## src/hdl/sfti_pkg.sv

```systemverilog
// Constants, types and carrier structs of the serial flash target front end
//
// Overview of operation
// - Status read bits leave on falling clock edges
// - Command, address, data captured on rising edges
// - Parallel variant moves whole bytes per edge
// - Select high: deselected, output floated
// - No command before first select falling edge
// - Standby when deselected and nothing running
// - Pause low floats output, ignores clock, input
// - Guard pin low blocks writes to guarded area
// - Boost voltage enables accelerated programming
// - Works with clock modes zero and three
// - All transfers are whole eight-bit bytes
// - One to 256 data bytes per page
// - Programming only clears bits to zero
// - Region wipe or array clear sets ones
// - Completion reported through busy status flag
// - Status read returns current busy flag
// - Busy set during any internal write operation
// - Latch set by arm, cleared after writes
// - Writes execute only on byte-aligned clock count
// - After sleep command, writes are ignored
package sfti_pkg;

  // ==========================================================
  // Command codes
  localparam logic [7:0] OP_LATCH_ARM    = 8'h06;
  localparam logic [7:0] OP_LATCH_DISARM = 8'h04;
  localparam logic [7:0] OP_STATUS_READ  = 8'h05;
  localparam logic [7:0] OP_PAGE_WRITE   = 8'h02;
  localparam logic [7:0] OP_REGION_WIPE  = 8'h20;
  localparam logic [7:0] OP_REGION_WIPE2 = 8'hD8;
  localparam logic [7:0] OP_SLEEP        = 8'hB9;
  localparam logic [7:0] OP_WAKE         = 8'hAB;
  localparam logic [7:0] OP_STATUS_WRITE = 8'h01; // Arbitrary value
  localparam logic [7:0] OP_ARRAY_CLEAR  = 8'h60; // Arbitrary value

  // ==========================================================
  // Frame layout, in bytes after select falls
  localparam logic [9:0] CMD_LEN_SHORT  = 10'h001;
  localparam logic [9:0] CMD_LEN_STATUS = 10'h002;
  localparam logic [9:0] CMD_LEN_ADDR   = 10'h004;
  localparam logic [9:0] CMD_LEN_PAGE   = 10'h005;
  localparam logic [8:0] PAGE_BYTES     = 9'h100;
  localparam logic [2:0] LAST_BIT       = 3'h7;
  localparam logic [14:0] PIN_IDLE      = 15'h2C00; // Sync reset: select, pause, guard high

  // ==========================================================
  // Status byte layout and protection geometry
  localparam int         STAT_BUSY_POS  = 0;
  localparam int         STAT_LATCH_POS = 1;
  localparam int         STAT_GUARD_LSB = 2;
  localparam int         SECTOR_LSB     = 18;
  localparam logic [6:0] SECTOR_COUNT   = 7'h40;
  localparam logic [2:0] GUARD_RESET    = 3'h0;

  // ==========================================================
  // Internal write engine states
  typedef enum logic [1:0] {
    ST_IDLE  = 2'b00,
    ST_PROG  = 2'b01,
    ST_WIPE  = 2'b10,
    ST_STAT  = 2'b11
  } sfti_state_t;

  // Request to the storage array
  typedef struct packed {
    logic [23:0] addr;
    logic [7:0]  wdata;
    logic        we;
    logic        erase;
    logic        erase_all;
  } sfti_arr_req_t;

endpackage : sfti_pkg

```

## src/hdl/sfti_target.sv

```systemverilog
// Serial flash target front end: pin sampling, command decode, write engine
`timescale 1ns/1ps
module sfti_target (
  input  wire logic                   clk,
  input  wire logic                   rst_n,
  input  wire logic                   sck,
  input  wire logic                   cs_n,
  input  wire logic                   si,
  input  wire logic                   hold_n,
  input  wire logic                   guard_boost_n,
  input  wire logic                   boost_voltage,
  input  wire logic                   parallel_sel,
  input  wire logic [7:0]             parallel_io_in,
  output logic      [7:0]             parallel_io_out,
  output logic                        parallel_io_oe,
  output logic                        so,
  output logic                        so_oe,
  input  wire logic [7:0]             arr_rdata,
  input  wire logic                   arr_done,
  output sfti_pkg::sfti_arr_req_t     arr_req,
  output logic                        write_busy_flag,
  output logic                        write_latch_flag,
  output logic      [2:0]             block_guard_bits,
  output logic                        accel_on,
  output logic                        standby,
  output logic                        sleeping
);
  import sfti_pkg::*;

  // ==========================================================
  // Reset release and pin synchronisers
  logic [1:0]  rst_sync_r;
  logic        rst_sn;
  logic [14:0] pin_s1_r;
  logic [14:0] pin_s2_r;
  logic        sck_d_r;
  logic        cs_d_r;

  // Reset leaves through two flops
  always_ff @(posedge clk or negedge rst_n) begin
    if (!rst_n) rst_sync_r <= 2'h0;
    else        rst_sync_r <= {rst_sync_r[0], 1'b1};
  end
  assign rst_sn = rst_sync_r[1];

  // Every pin passes two flops; third stage only for edge finding
  always_ff @(posedge clk or negedge rst_sn) begin
    if (!rst_sn) begin
      pin_s1_r <= PIN_IDLE;
      pin_s2_r <= PIN_IDLE;
      sck_d_r  <= 1'b0;
      cs_d_r   <= 1'b1;
    end else begin
      pin_s1_r <= {sck, cs_n, si, hold_n, guard_boost_n, boost_voltage, parallel_sel,
                   parallel_io_in};
      pin_s2_r <= pin_s1_r;
      sck_d_r  <= pin_s2_r[14];
      cs_d_r   <= pin_s2_r[13];
    end
  end

  // Named views of the synchronised pins
  wire       sck_q   = pin_s2_r[14];
  wire       cs_q    = pin_s2_r[13];
  wire       si_q    = pin_s2_r[12];
  wire       hold_q  = pin_s2_r[11];
  wire       guard_q = pin_s2_r[10];
  wire       boost_q = pin_s2_r[9];
  wire       par_q   = pin_s2_r[8];
  wire [7:0] pio_q   = pin_s2_r[7:0];

  // ==========================================================
  // Edge detection and framing
  wire live      = ~cs_q & hold_q;
  wire sck_rise  = live & sck_q & ~sck_d_r;
  wire sck_fall  = live & ~sck_q & sck_d_r;
  wire cs_fall   = ~cs_q & cs_d_r;
  wire cs_rise   = cs_q & ~cs_d_r;

  logic [2:0]  bit_cnt_r;
  logic [6:0]  in_shift_r;
  logic [9:0]  byte_cnt_r;
  logic [7:0]  cmd_r;
  logic [23:0] addr_r;
  logic [7:0]  page_buf [0:255];
  logic [7:0]  wr_idx_r;
  logic [8:0]  page_n_r;
  logic        armed_r;
  logic        latch_r;
  logic        sleep_r;
  logic [2:0]  guard_r;
  logic [7:0]  tx_r;
  logic        tx_en_r;
  logic        so_r;
  logic [7:0]  pio_out_r;
  sfti_state_t state_r;
  logic [7:0]  eng_idx_r;
  logic        ph_r;
  sfti_arr_req_t req_r;

  // Byte assembly: serial shift or whole parallel byte
  wire [7:0] rx_byte   = par_q ? pio_q : {in_shift_r, si_q};
  wire       byte_done = sck_rise & (par_q | (bit_cnt_r == LAST_BIT));
  wire       aligned   = par_q | (bit_cnt_r == 3'h0);
  wire       busy      = (state_r != ST_IDLE);
  wire       in_data   = (byte_cnt_r >= CMD_LEN_ADDR) & (cmd_r == OP_PAGE_WRITE);
  wire       stat_rd   = (byte_cnt_r == 10'h000) ? (rx_byte == OP_STATUS_READ)
                                                 : (cmd_r == OP_STATUS_READ);

  // Live status byte
  wire [7:0] status_byte = {3'h0, guard_r, latch_r, busy};

  // ==========================================================
  // Protection decode: top sectors guarded, count doubles per step
  wire [6:0] guard_span = 7'(7'h01 << (guard_r - 3'h1));
  wire [6:0] guard_low  = 7'(SECTOR_COUNT - guard_span);
  wire       guard_on   = ~guard_q & (guard_r != 3'h0);
  wire       addr_prot  = guard_on & ({1'b0, addr_r[23:SECTOR_LSB]} >= guard_low);

  // ==========================================================
  // Execution decode at select rise
  wire go_ok    = cs_rise & armed_r & aligned & ~busy;
  wire go_write = go_ok & latch_r & ~sleep_r;
  wire go_prog  = go_write & (cmd_r == OP_PAGE_WRITE) & (byte_cnt_r >= CMD_LEN_PAGE)
                  & ~addr_prot;
  wire go_wipe  = go_write & ((cmd_r == OP_REGION_WIPE) | (cmd_r == OP_REGION_WIPE2))
                  & (byte_cnt_r == CMD_LEN_ADDR) & ~addr_prot;
  wire go_clear = go_write & (cmd_r == OP_ARRAY_CLEAR)
                  & (byte_cnt_r == CMD_LEN_SHORT) & ~guard_on;
  wire go_stat  = go_write & (cmd_r == OP_STATUS_WRITE)
                  & (byte_cnt_r == CMD_LEN_STATUS);
  wire is_short = (byte_cnt_r == CMD_LEN_SHORT);
  wire go_arm   = go_ok & is_short & (cmd_r == OP_LATCH_ARM);
  wire go_dis   = go_ok & is_short & (cmd_r == OP_LATCH_DISARM);
  wire go_sleep = go_ok & is_short & (cmd_r == OP_SLEEP);
  wire go_wake  = go_ok & is_short & (cmd_r == OP_WAKE);
  wire eng_end;

  // Receive path: bit and byte counters, command and address
  always_ff @(posedge clk or negedge rst_sn) begin
    if (!rst_sn) begin
      bit_cnt_r  <= 3'h0;
      in_shift_r <= 7'h00;
      byte_cnt_r <= 10'h000;
      cmd_r      <= 8'h00;
      addr_r     <= 24'h000000;
    end else if (cs_q) begin
      bit_cnt_r  <= 3'h0;
      byte_cnt_r <= 10'h000;
    end else if (sck_rise) begin
      bit_cnt_r  <= par_q ? 3'h0 : 3'(bit_cnt_r + 3'h1);
      in_shift_r <= rx_byte[6:0];
      if (byte_done) begin
        if (byte_cnt_r != 10'h3FF) byte_cnt_r <= 10'(byte_cnt_r + 10'h001);
        if (byte_cnt_r == 10'h000) cmd_r <= rx_byte;
        if ((byte_cnt_r != 10'h000) && (byte_cnt_r < CMD_LEN_ADDR)) begin
          addr_r <= {addr_r[15:0], rx_byte};
        end
      end
    end
  end

  // Page buffer fill; later bytes past a page wrap over earlier ones
  always_ff @(posedge clk) begin
    if (byte_done & in_data & ~busy) page_buf[wr_idx_r] <= rx_byte;
  end

  always_ff @(posedge clk or negedge rst_sn) begin
    if (!rst_sn) begin
      wr_idx_r <= 8'h00;
      page_n_r <= 9'h000;
    end else if (cs_fall & ~busy) begin                    // Engine still reads the count
      wr_idx_r <= 8'h00;
      page_n_r <= 9'h000;
    end else if (byte_done & in_data & ~busy) begin
      wr_idx_r <= 8'(wr_idx_r + 8'h01);
      if (page_n_r != PAGE_BYTES) page_n_r <= 9'(page_n_r + 9'h001);
    end
  end

  // ==========================================================
  // Control flags: power-up arming, write latch, sleep, guard bits
  always_ff @(posedge clk or negedge rst_sn) begin
    if (!rst_sn) begin
      armed_r <= 1'b0;
      latch_r <= 1'b0;
      sleep_r <= 1'b0;
      guard_r <= GUARD_RESET;
    end else begin
      if (cs_fall) armed_r <= 1'b1;
      if (go_arm) latch_r <= 1'b1;
      else if (go_dis | eng_end) latch_r <= 1'b0;
      if (go_sleep) sleep_r <= 1'b1;
      else if (go_wake) sleep_r <= 1'b0;
      if (go_stat) guard_r <= addr_r[STAT_GUARD_LSB +: 3];
    end
  end

  // ==========================================================
  // Transmit path: status byte shifted out on falling edges
  always_ff @(posedge clk or negedge rst_sn) begin
    if (!rst_sn) begin
      tx_r      <= 8'h00;
      tx_en_r   <= 1'b0;
      so_r      <= 1'b0;
      pio_out_r <= 8'h00;
    end else if (cs_q) begin
      tx_en_r <= 1'b0;
    end else if (byte_done & stat_rd) begin
      tx_r    <= status_byte;
      tx_en_r <= 1'b1;
    end else if (sck_fall & tx_en_r) begin
      so_r      <= tx_r[7];
      tx_r      <= {tx_r[6:0], 1'b0};
      pio_out_r <= tx_r;
    end
  end

  // Outputs float when deselected or paused
  assign so              = so_r;
  assign so_oe           = live & tx_en_r & ~par_q;
  assign parallel_io_out = pio_out_r;
  assign parallel_io_oe  = live & tx_en_r & par_q;

  // ==========================================================
  // Write engine: page program, wipe, status update
  wire [7:0] prog_byte = arr_rdata & page_buf[eng_idx_r];
  wire       last_prog = (state_r == ST_PROG) & ph_r & ({1'b0, eng_idx_r} == 9'(page_n_r - 9'h001));
  assign eng_end = last_prog | ((state_r == ST_WIPE) & arr_done & ~req_r.erase)
                   | (state_r == ST_STAT);

  always_ff @(posedge clk or negedge rst_sn) begin
    if (!rst_sn) begin
      state_r   <= ST_IDLE;
      eng_idx_r <= 8'h00;
      ph_r      <= 1'b0;
      req_r     <= '0;
    end else begin
      req_r.we    <= 1'b0;
      req_r.erase <= 1'b0;
      req_r.erase_all <= 1'b0;
      case (state_r)
        ST_IDLE: begin
          eng_idx_r <= 8'h00;
          ph_r      <= 1'b0;
          if (go_prog) state_r <= ST_PROG;
          else if (go_wipe | go_clear) begin
            state_r         <= ST_WIPE;
            req_r.erase     <= 1'b1;
            req_r.erase_all <= go_clear;
            req_r.addr      <= addr_r;
          end else if (go_stat) state_r <= ST_STAT;
        end
        ST_PROG: begin
          req_r.addr <= {addr_r[23:8], 8'(addr_r[7:0] + eng_idx_r)};
          ph_r       <= ~ph_r;
          if (ph_r) begin
            req_r.wdata <= prog_byte;
            req_r.we    <= 1'b1;
            eng_idx_r   <= 8'(eng_idx_r + 8'h01);
            if (last_prog) state_r <= ST_IDLE;
          end
        end
        ST_WIPE: begin
          if (eng_end) state_r <= ST_IDLE;
        end
        ST_STAT: state_r <= ST_IDLE;
        default: state_r <= ST_IDLE;
      endcase
    end
  end

  // Status and power outputs
  assign arr_req          = req_r;
  assign write_busy_flag  = busy;
  assign write_latch_flag = latch_r;
  assign block_guard_bits = guard_r;
  assign accel_on         = boost_q & (state_r == ST_PROG);
  assign standby          = cs_q & ~busy;
  assign sleeping         = sleep_r;
endmodule : sfti_target
```

## config.mk

```make
export PLATFORM = sky130hd
export DESIGN_NAME = sfti_target
export DESIGN_NICKNAME = d
export VERILOG_FILES = /design/src/hdl/sfti_pkg.sv /design/src/hdl/sfti_target.sv
export SDC_FILE = /design/constraint.sdc
export NUM_CORES = 2
export LEC_CHECK = 0
export BUFFER_PORTS_ARGS = -buffer_cell sky130_fd_sc_hd__buf_4
export CAP_MARGIN = 20
export CORE_UTILIZATION = 51
export CTS_CLUSTER_DIAMETER = 50
export DETAILED_ROUTE_END_ITERATION = 12
export PLACE_DENSITY_LB_ADDON = 0.1
export SYNTH_ARGS = -nofsm -noshare
export SYNTH_HDL_FRONTEND = slang
export SYNTH_SLANG_ARGS = --single-unit
```

## constraint.sdc

```tcl
create_clock -name clk -period 5.59 [get_ports clk]
set_input_delay 0.8385 -clock clk [delete_from_list [all_inputs] [get_ports clk]]
set_output_delay 0.8385 -clock clk [all_outputs]
set_load 0.005 [all_outputs]
```

### Yosys cells after proc, flatten, opt, wreduce, memory -nomap -nowiden

Memories as Yosys holds them, arrays and structs flattened.
Cells that the tools add are included.

* bits in registers: 173
* memory bits (writable): 2048
* memories: 1

Memory list
* page_buf: words 256, bits a word 8, read ports 1, clocked after Yosys merged registers in 0, wr ports 1, RTL line sfti_target.sv:85 `logic [7:0] page_buf [0:255];`

* add/sub/neg operators: 9
* magnitude comparators: 4
* eq/ne operators: 27
* shifts and indexed selects: 1
* multiplexer cells: 42
* bitwise gates (word level): 67
* reduce and logical (&&, ||, !) cells: 28

Operators by type and width (count)
* 2-to-1 mux 24 bit: 2
* 2-to-1 mux 8 bit: 6
* case mux 24 bit (2 select lines): 1
* bitwise AND 1 bit: 46
* 2-to-1 mux 10 bit: 4
* == test 8 x 3 -> 1 bit, second input constant: 4
* 2-to-1 mux 9 bit: 3
* == test 8 bit, second input constant: 3
* nonzero test 2 bit: 11
* greater-or-equal comparator 10 x 3 -> 1 bit, second input constant: 2
* 2-to-1 mux 2 bit: 9
* adder 8 x 1 -> 8 bit, second input constant: 2
* case mux 8 bit (2 select lines): 1
* NOT 1 bit: 13
* AND reduction 4 bit: 3
* 2-to-1 mux 1 bit: 11
* adder 10 x 1 -> 10 bit, second input constant: 1
* == test 10 x 1 -> 1 bit, second input constant: 1
* == test 10 x 2 -> 1 bit, second input constant: 1
* == test 10 x 3 -> 1 bit, second input constant: 1
* logical NOT 10 bit: 1
* less-than comparator 10 x 3 -> 1 bit, second input constant: 1
* inequality test 10 bit, second input constant: 1
* inequality test 2 bit, second input constant: 5
* 30 further kinds: 45

### Logic depth before layout (Yosys ltp)

* depth after elaboration: 14
* gate-level depth with buffers: 16
* mapped depth without buffers: 15

### Least setup slack after synthesis

No wires, ideal clock.

* kind: reg-to-reg
* from: reg pin_s2_r[8]
* to: reg tx_r[5]
* library setup time: 0.121 ns
* data arrival time: 4.927 ns
* setup slack: 0.542 ns
* cell stages (with the launch flop): 9
* buffers on the path: 1
* cells stage by stage: dfrtp_1 buf_1 mux2i_1 inv_1 nand4_1 or4_1 a21o_1 nor2b_1 a22o_1

* cells in the longest elaborated chain, start to end: 6

RTL lines
* start, declared: RTL line sfti_target.sv:35 `logic [14:0] pin_s2_r;`
* start signal, assigned: RTL line sfti_target.sv:56 `pin_s2_r <= pin_s1_r;`
* 2-to-1 mux 8 bit (*): RTL line sfti_target.sv:102 `wire [7:0] rx_byte = par_q ? pio_q : {in_shift_r, si_q};`
* via rx_byte[0]: RTL line sfti_target.sv:102
* == test 8 x 3 -> 1 bit (*): RTL line sfti_target.sv:107 `wire stat_rd = (byte_cnt_r == 10'h000) ? (rx_byte == OP_STATUS_READ)`
* 2-to-1 mux 1 bit (*): RTL line sfti_target.sv:107
* bitwise AND 1 bit (*): RTL line sfti_target.sv:209 `end else if (byte_done & stat_rd) begin`
* nonzero test 2 bit (no line)
* AND reduction 2 bit (no line)
* end signal, assigned: RTL line sfti_target.sv:210 `tx_r <= status_byte;`
* end signal, assigned: RTL line sfti_target.sv:214 `tx_r <= {tx_r[6:0], 1'b0};`
* end, declared: RTL line sfti_target.sv:92 `logic [7:0] tx_r;`

Mark *: on every way through the listed nets, which the timed path passes. The rest lies on a longest branch.
A chain may end at the register's enable or synchronous reset.

### Worst setup path after layout

* from: reg pin_s2_r[13]
* to: mem page_buf[210][5] (enable)

* cells in the longest elaborated chain, start to end: 9

RTL lines
* NOT 1 bit (no line)
* bitwise AND 1 bit: RTL line sfti_target.sv:74 `wire live = ~cs_q & hold_q;`
* bitwise AND 1 bit (2 in series): RTL line sfti_target.sv:75 `wire sck_rise = live & sck_q & ~sck_d_r;`
* bitwise AND 1 bit: RTL line sfti_target.sv:103 `wire byte_done = sck_rise & (par_q | (bit_cnt_r == LAST_BIT));`
* bitwise AND 1 bit (2 in series): RTL line sfti_target.sv:165 `if (byte_done & in_data & ~busy) page_buf[wr_idx_r] <= rx_byte;`
* 2-to-1 mux 1 bit: RTL line sfti_target.sv:165
* 2-to-1 mux 1 bit (not written as such): RTL line sfti_target.sv:165
* end, declared: RTL line sfti_target.sv:85

Every way passes these cells.

==> flow_summary.yaml <==
clocking:
  hold_buffers: 1
  cts_tree: "built"
  clockRootBuffer: "clkbuf_16"
  clock_path_buffers: 3
  clock_sinks: 2220
  clk_latency_ps: 860
  path_clk_slew_ps: 60
  post_cts.repair.setup_buffers: 0
  cts_resized: 0
  htree_levels: 4
  numCtsBuffers: 226
cells_and_area:
  design_area_um2: 98100
  drive_gt1_share_pct: 26.2
  fin_cells: 6881
  final_nets: 4521
  final_cell_mix: "2048 x edfxtp_1, 553 x mux4_2, 339 x nor2_1, 228 x clkbuf_16, 195 x buf_4"
  final_common_cell: "edfxtp_1"
  syn2layout_area_growth_pct: 12.7
sta:
  fin_setup_tns_ps: 0
  grt_setup_unrepaired: "false"
  tightest_slew_ps: 1190
  setup_viol: 0
  fmax_mhz: 202
  maxSlewHeadroom_pct: 20.2
  hold_viol_final: 0
  slew_violations: 0
  period_share_pct: 88.4
  layout_min_cycle_time_ps: 4940
  skew_ps: 47.3
placed_design:
  dpl.hpwl_um: 139000
  placed_cells: 6452
  port_buffers: 79
  dpl-instance-area_um2: 90800
  gp_congestion: 0.850
floorplan:
  ios: 80
  core_um2: 169000
  rows: 151
  initial_core_util_pct: 51.4
  die-area_um2: 172000
  die_w_um: 415
  die_height_um: 415
power:
  power_switching_w: 0.00733
  internal-power_w: 0.0271
  max-vdd-ir-drop_uv: 347
  switching_share_pct: 21.3
  p_leak_nw: 30.7
  combPwrFrac_pct: 2.6
  power_density_nw_per_um2: 351
  power_frac_clock_pct: 43.0
  power_frac_seq_pct: 54.3
yosys:
  synth_seq_cells: 2220
  syn_inst: 4259
  synth_top_area_share_pct: 70.6
  synth_area_um2: 87100
  yosysWarnings: 0
  postSynthAreaPerCell_um2: 20.5
  yosys.area.top_type: "edfxtp_1"
  netlist_top_cells_area: "edfxtp_1 71%, mux4_2 14%, dfrtp_1 4.7%, nor2_1 1.5%, mux2i_1 1.1%"
  synth_ff_type: "edfxtp_1"
  synth-seq-area-share_pct: 75.6
  synth.net_count: 4316
  async_flop_share_pct: 7.75
  synth_cell_types: 73
  synth-edff-count: 2048
worst_hold_path:
  hold_path.class: "input pin to flop"
  holdCritStartpoint: "cs_n"
route:
  drtIter0Drc: 4999
  wl_um: 228000
  viasPerCell: 6.31
  via_count: 43400
  post_drt_wl_per_cell_um: 33.2
  drc: 0
  firstDrtPassIters: 5
  drtAntennaViolNets: 0
job:
  max_cap_violations: 0
worst_setup_path:
  path_cells: "nand4bb_1 -> buf_4 -> nor4_1 -> nand4_1 -> nor3b_1 -> nand3_1 -> nor2_1"
  required_ps: 6050
  critical-path-top-delay-family: "simple AND/OR/NAND/NOR gates"
  rr_startpoint: "pin_s2_r[13]$_DFF_PN1_"
  crit_fanout: 22
  cp_num_buf_inv: 1
  cp-startpoint: "pin_s2_r[13]$_DFF_PN1_"
  cp-end-kind: "flop"
  cpPeakStageDelay_ps: 960
  critPathSlowestCell: "nor3b_1"
  start_kind: "flop"
  crit_arrival_ps: 5400
  critPathKind: "flop to flop"
global_routing:
  grt_pass1_vias: 43300
  grt_overflow: 0
  grt_max_degree: 151
  grt_usage_pct: 26.7
  grt_pass1_wl_um: 326000
  antenna_found_initial: 9
run_status:
  status: "complete, no violations"
==> final cells by class <==
cell class | count | area, µm²
inverter | 45 | 229
clock buffer | 281 | 6030
multi-input combinational | 1750 | 20000
tap | 2218 | 2780
antenna | 3 | 7.51
sequential | 2220 | 65800
fill | 12300 | 71300
clock inverter | 143 | 1270
timing repair buffer | 221 | 1970
==> final timing paths <==
| check | end | slack (ps) | cells past startpoint |
|---|---|---|---|
| max | page_buf[210][5]$_DFFE_PP_ | 650 | 7 |
| max in group asynchronous | arr_req[16]$_DFFE_PN0P_ | 3980 | 1 |
| min | pin_s1_r[13]$_DFF_PN1_ | 90 | 1 |
| min in group asynchronous | rst_sync_r[0]$_DFF_PN0_ | 310 | 2 |
| max reg2reg | page_buf[210][5]$_DFFE_PP_ | 650 | 7 |
| min reg2reg | pin_s2_r[5]$_DFF_PN0_ | 350 | 0 |
==> layer usage <==
metal,up-vias,global-route usage [%],part of all wire (%)
li1,17900,-,-
met1,23200,38.3,41
met2,1892,41.0,47
met3,398,5.72,8.6
met4,4,9.23,3.5
met5,-,0,0.013
==> synth_stat cells (10+ instances only) <==
cell / n
a22oi_1: 48
nand4_1: 27
nor3_1: 26
o21ai_0: 67
buf_4: 40
edfxtp_1: 2048
nor4_1: 10
xor2_1: 16
a21oi_1: 47
a211oi_1: 11
nand2_1: 125
a221oi_1: 15
clkbuf_1: 125
buf_1: 20
mux2_2: 61
a22o_1: 18
and2_1: 10
mux2i_1: 93
ha_1: 30
buf_2: 51
nand3_1: 43
and3_1: 11
dfrtp_1: 165
nor2_1: 340
xnor2_1: 28
inv_1: 45
o22ai_1: 20
mux4_2: 553
nor2b_1: 19
==> power groups by stage <==
| stage | clock network [W] | logic (W) | registers, W |
|---|---|---|---|
| floorplan | 0 | 0.000389 | 0.0192 |
| global placement | 0 | 0.000888 | 0.0191 |
| detailed placement | 0 | 0.000933 | 0.0191 |
| CTS | 0.0150 | 0.000927 | 0.0187 |
| global route | 0.0156 | 0.000981 | 0.0187 |
| finish | 0.0148 | 0.000903 | 0.0187 |
==> logic make-up after synthesis <==
kind of cell,count (synthesis),share of synthesized area [%]
xor gates and xnor gates,44,0.442
AOI/OAI and AO/OA,306,2.41
buffers and inverters,289,1.56
adders and majority gates,31,0.454
DFF,2220,75.6
muxes,709,16.2
and+or+nand+nor,659,3.39
other,1,0.00431
==> sequential cells by signal, indices dropped and copies added (netlist names), 2 cells and up <==
| name | count |
|---|---|
| arr_req | 35 |
| pin_s1_r | 15 |
| rst_sync_r | 2 |
| addr_r | 24 |
| pin_s2_r | 15 |
| state_r | 2 |
| block_guard_bits | 3 |
| cmd_r | 8 |
| parallel_io_out | 7 |
| wr_idx_r | 8 |
| bit_cnt_r | 3 |
| byte_cnt_r | 10 |
| tx_r | 8 |
| eng_idx_r | 8 |
| in_shift_r | 7 |
| page_buf | 2048 |
| page_n_r | 9 |
==> worst reg2reg max path, stage by stage, from the launching register on <==
cell	delay (ps)
dfstp_2	480
nand4bb_1	230
buf_4	200
nor4_1	390
nand4_1	390
nor3b_1	960
nand3_1	920
nor2_1	980
==> metrics by stage <==
step | power [W] | worst slack [ps] | utilization, % | hold WS, ps
after global routing | 0.0353 | 497 | 57.9 | 49.1
final | 0.0345 | 649 | 57.9 | 92.6
after floorplan | 0.0196 | 455 | - | 331
after CTS | 0.0347 | 668 | 57.9 | 25.6
after detailed placement | 0.0200 | 682 | 53.6 | 337
after global placement | 0.0200 | 743 | 53.5 | 341
No activity file was read; power rests on OpenSTA's default activity.
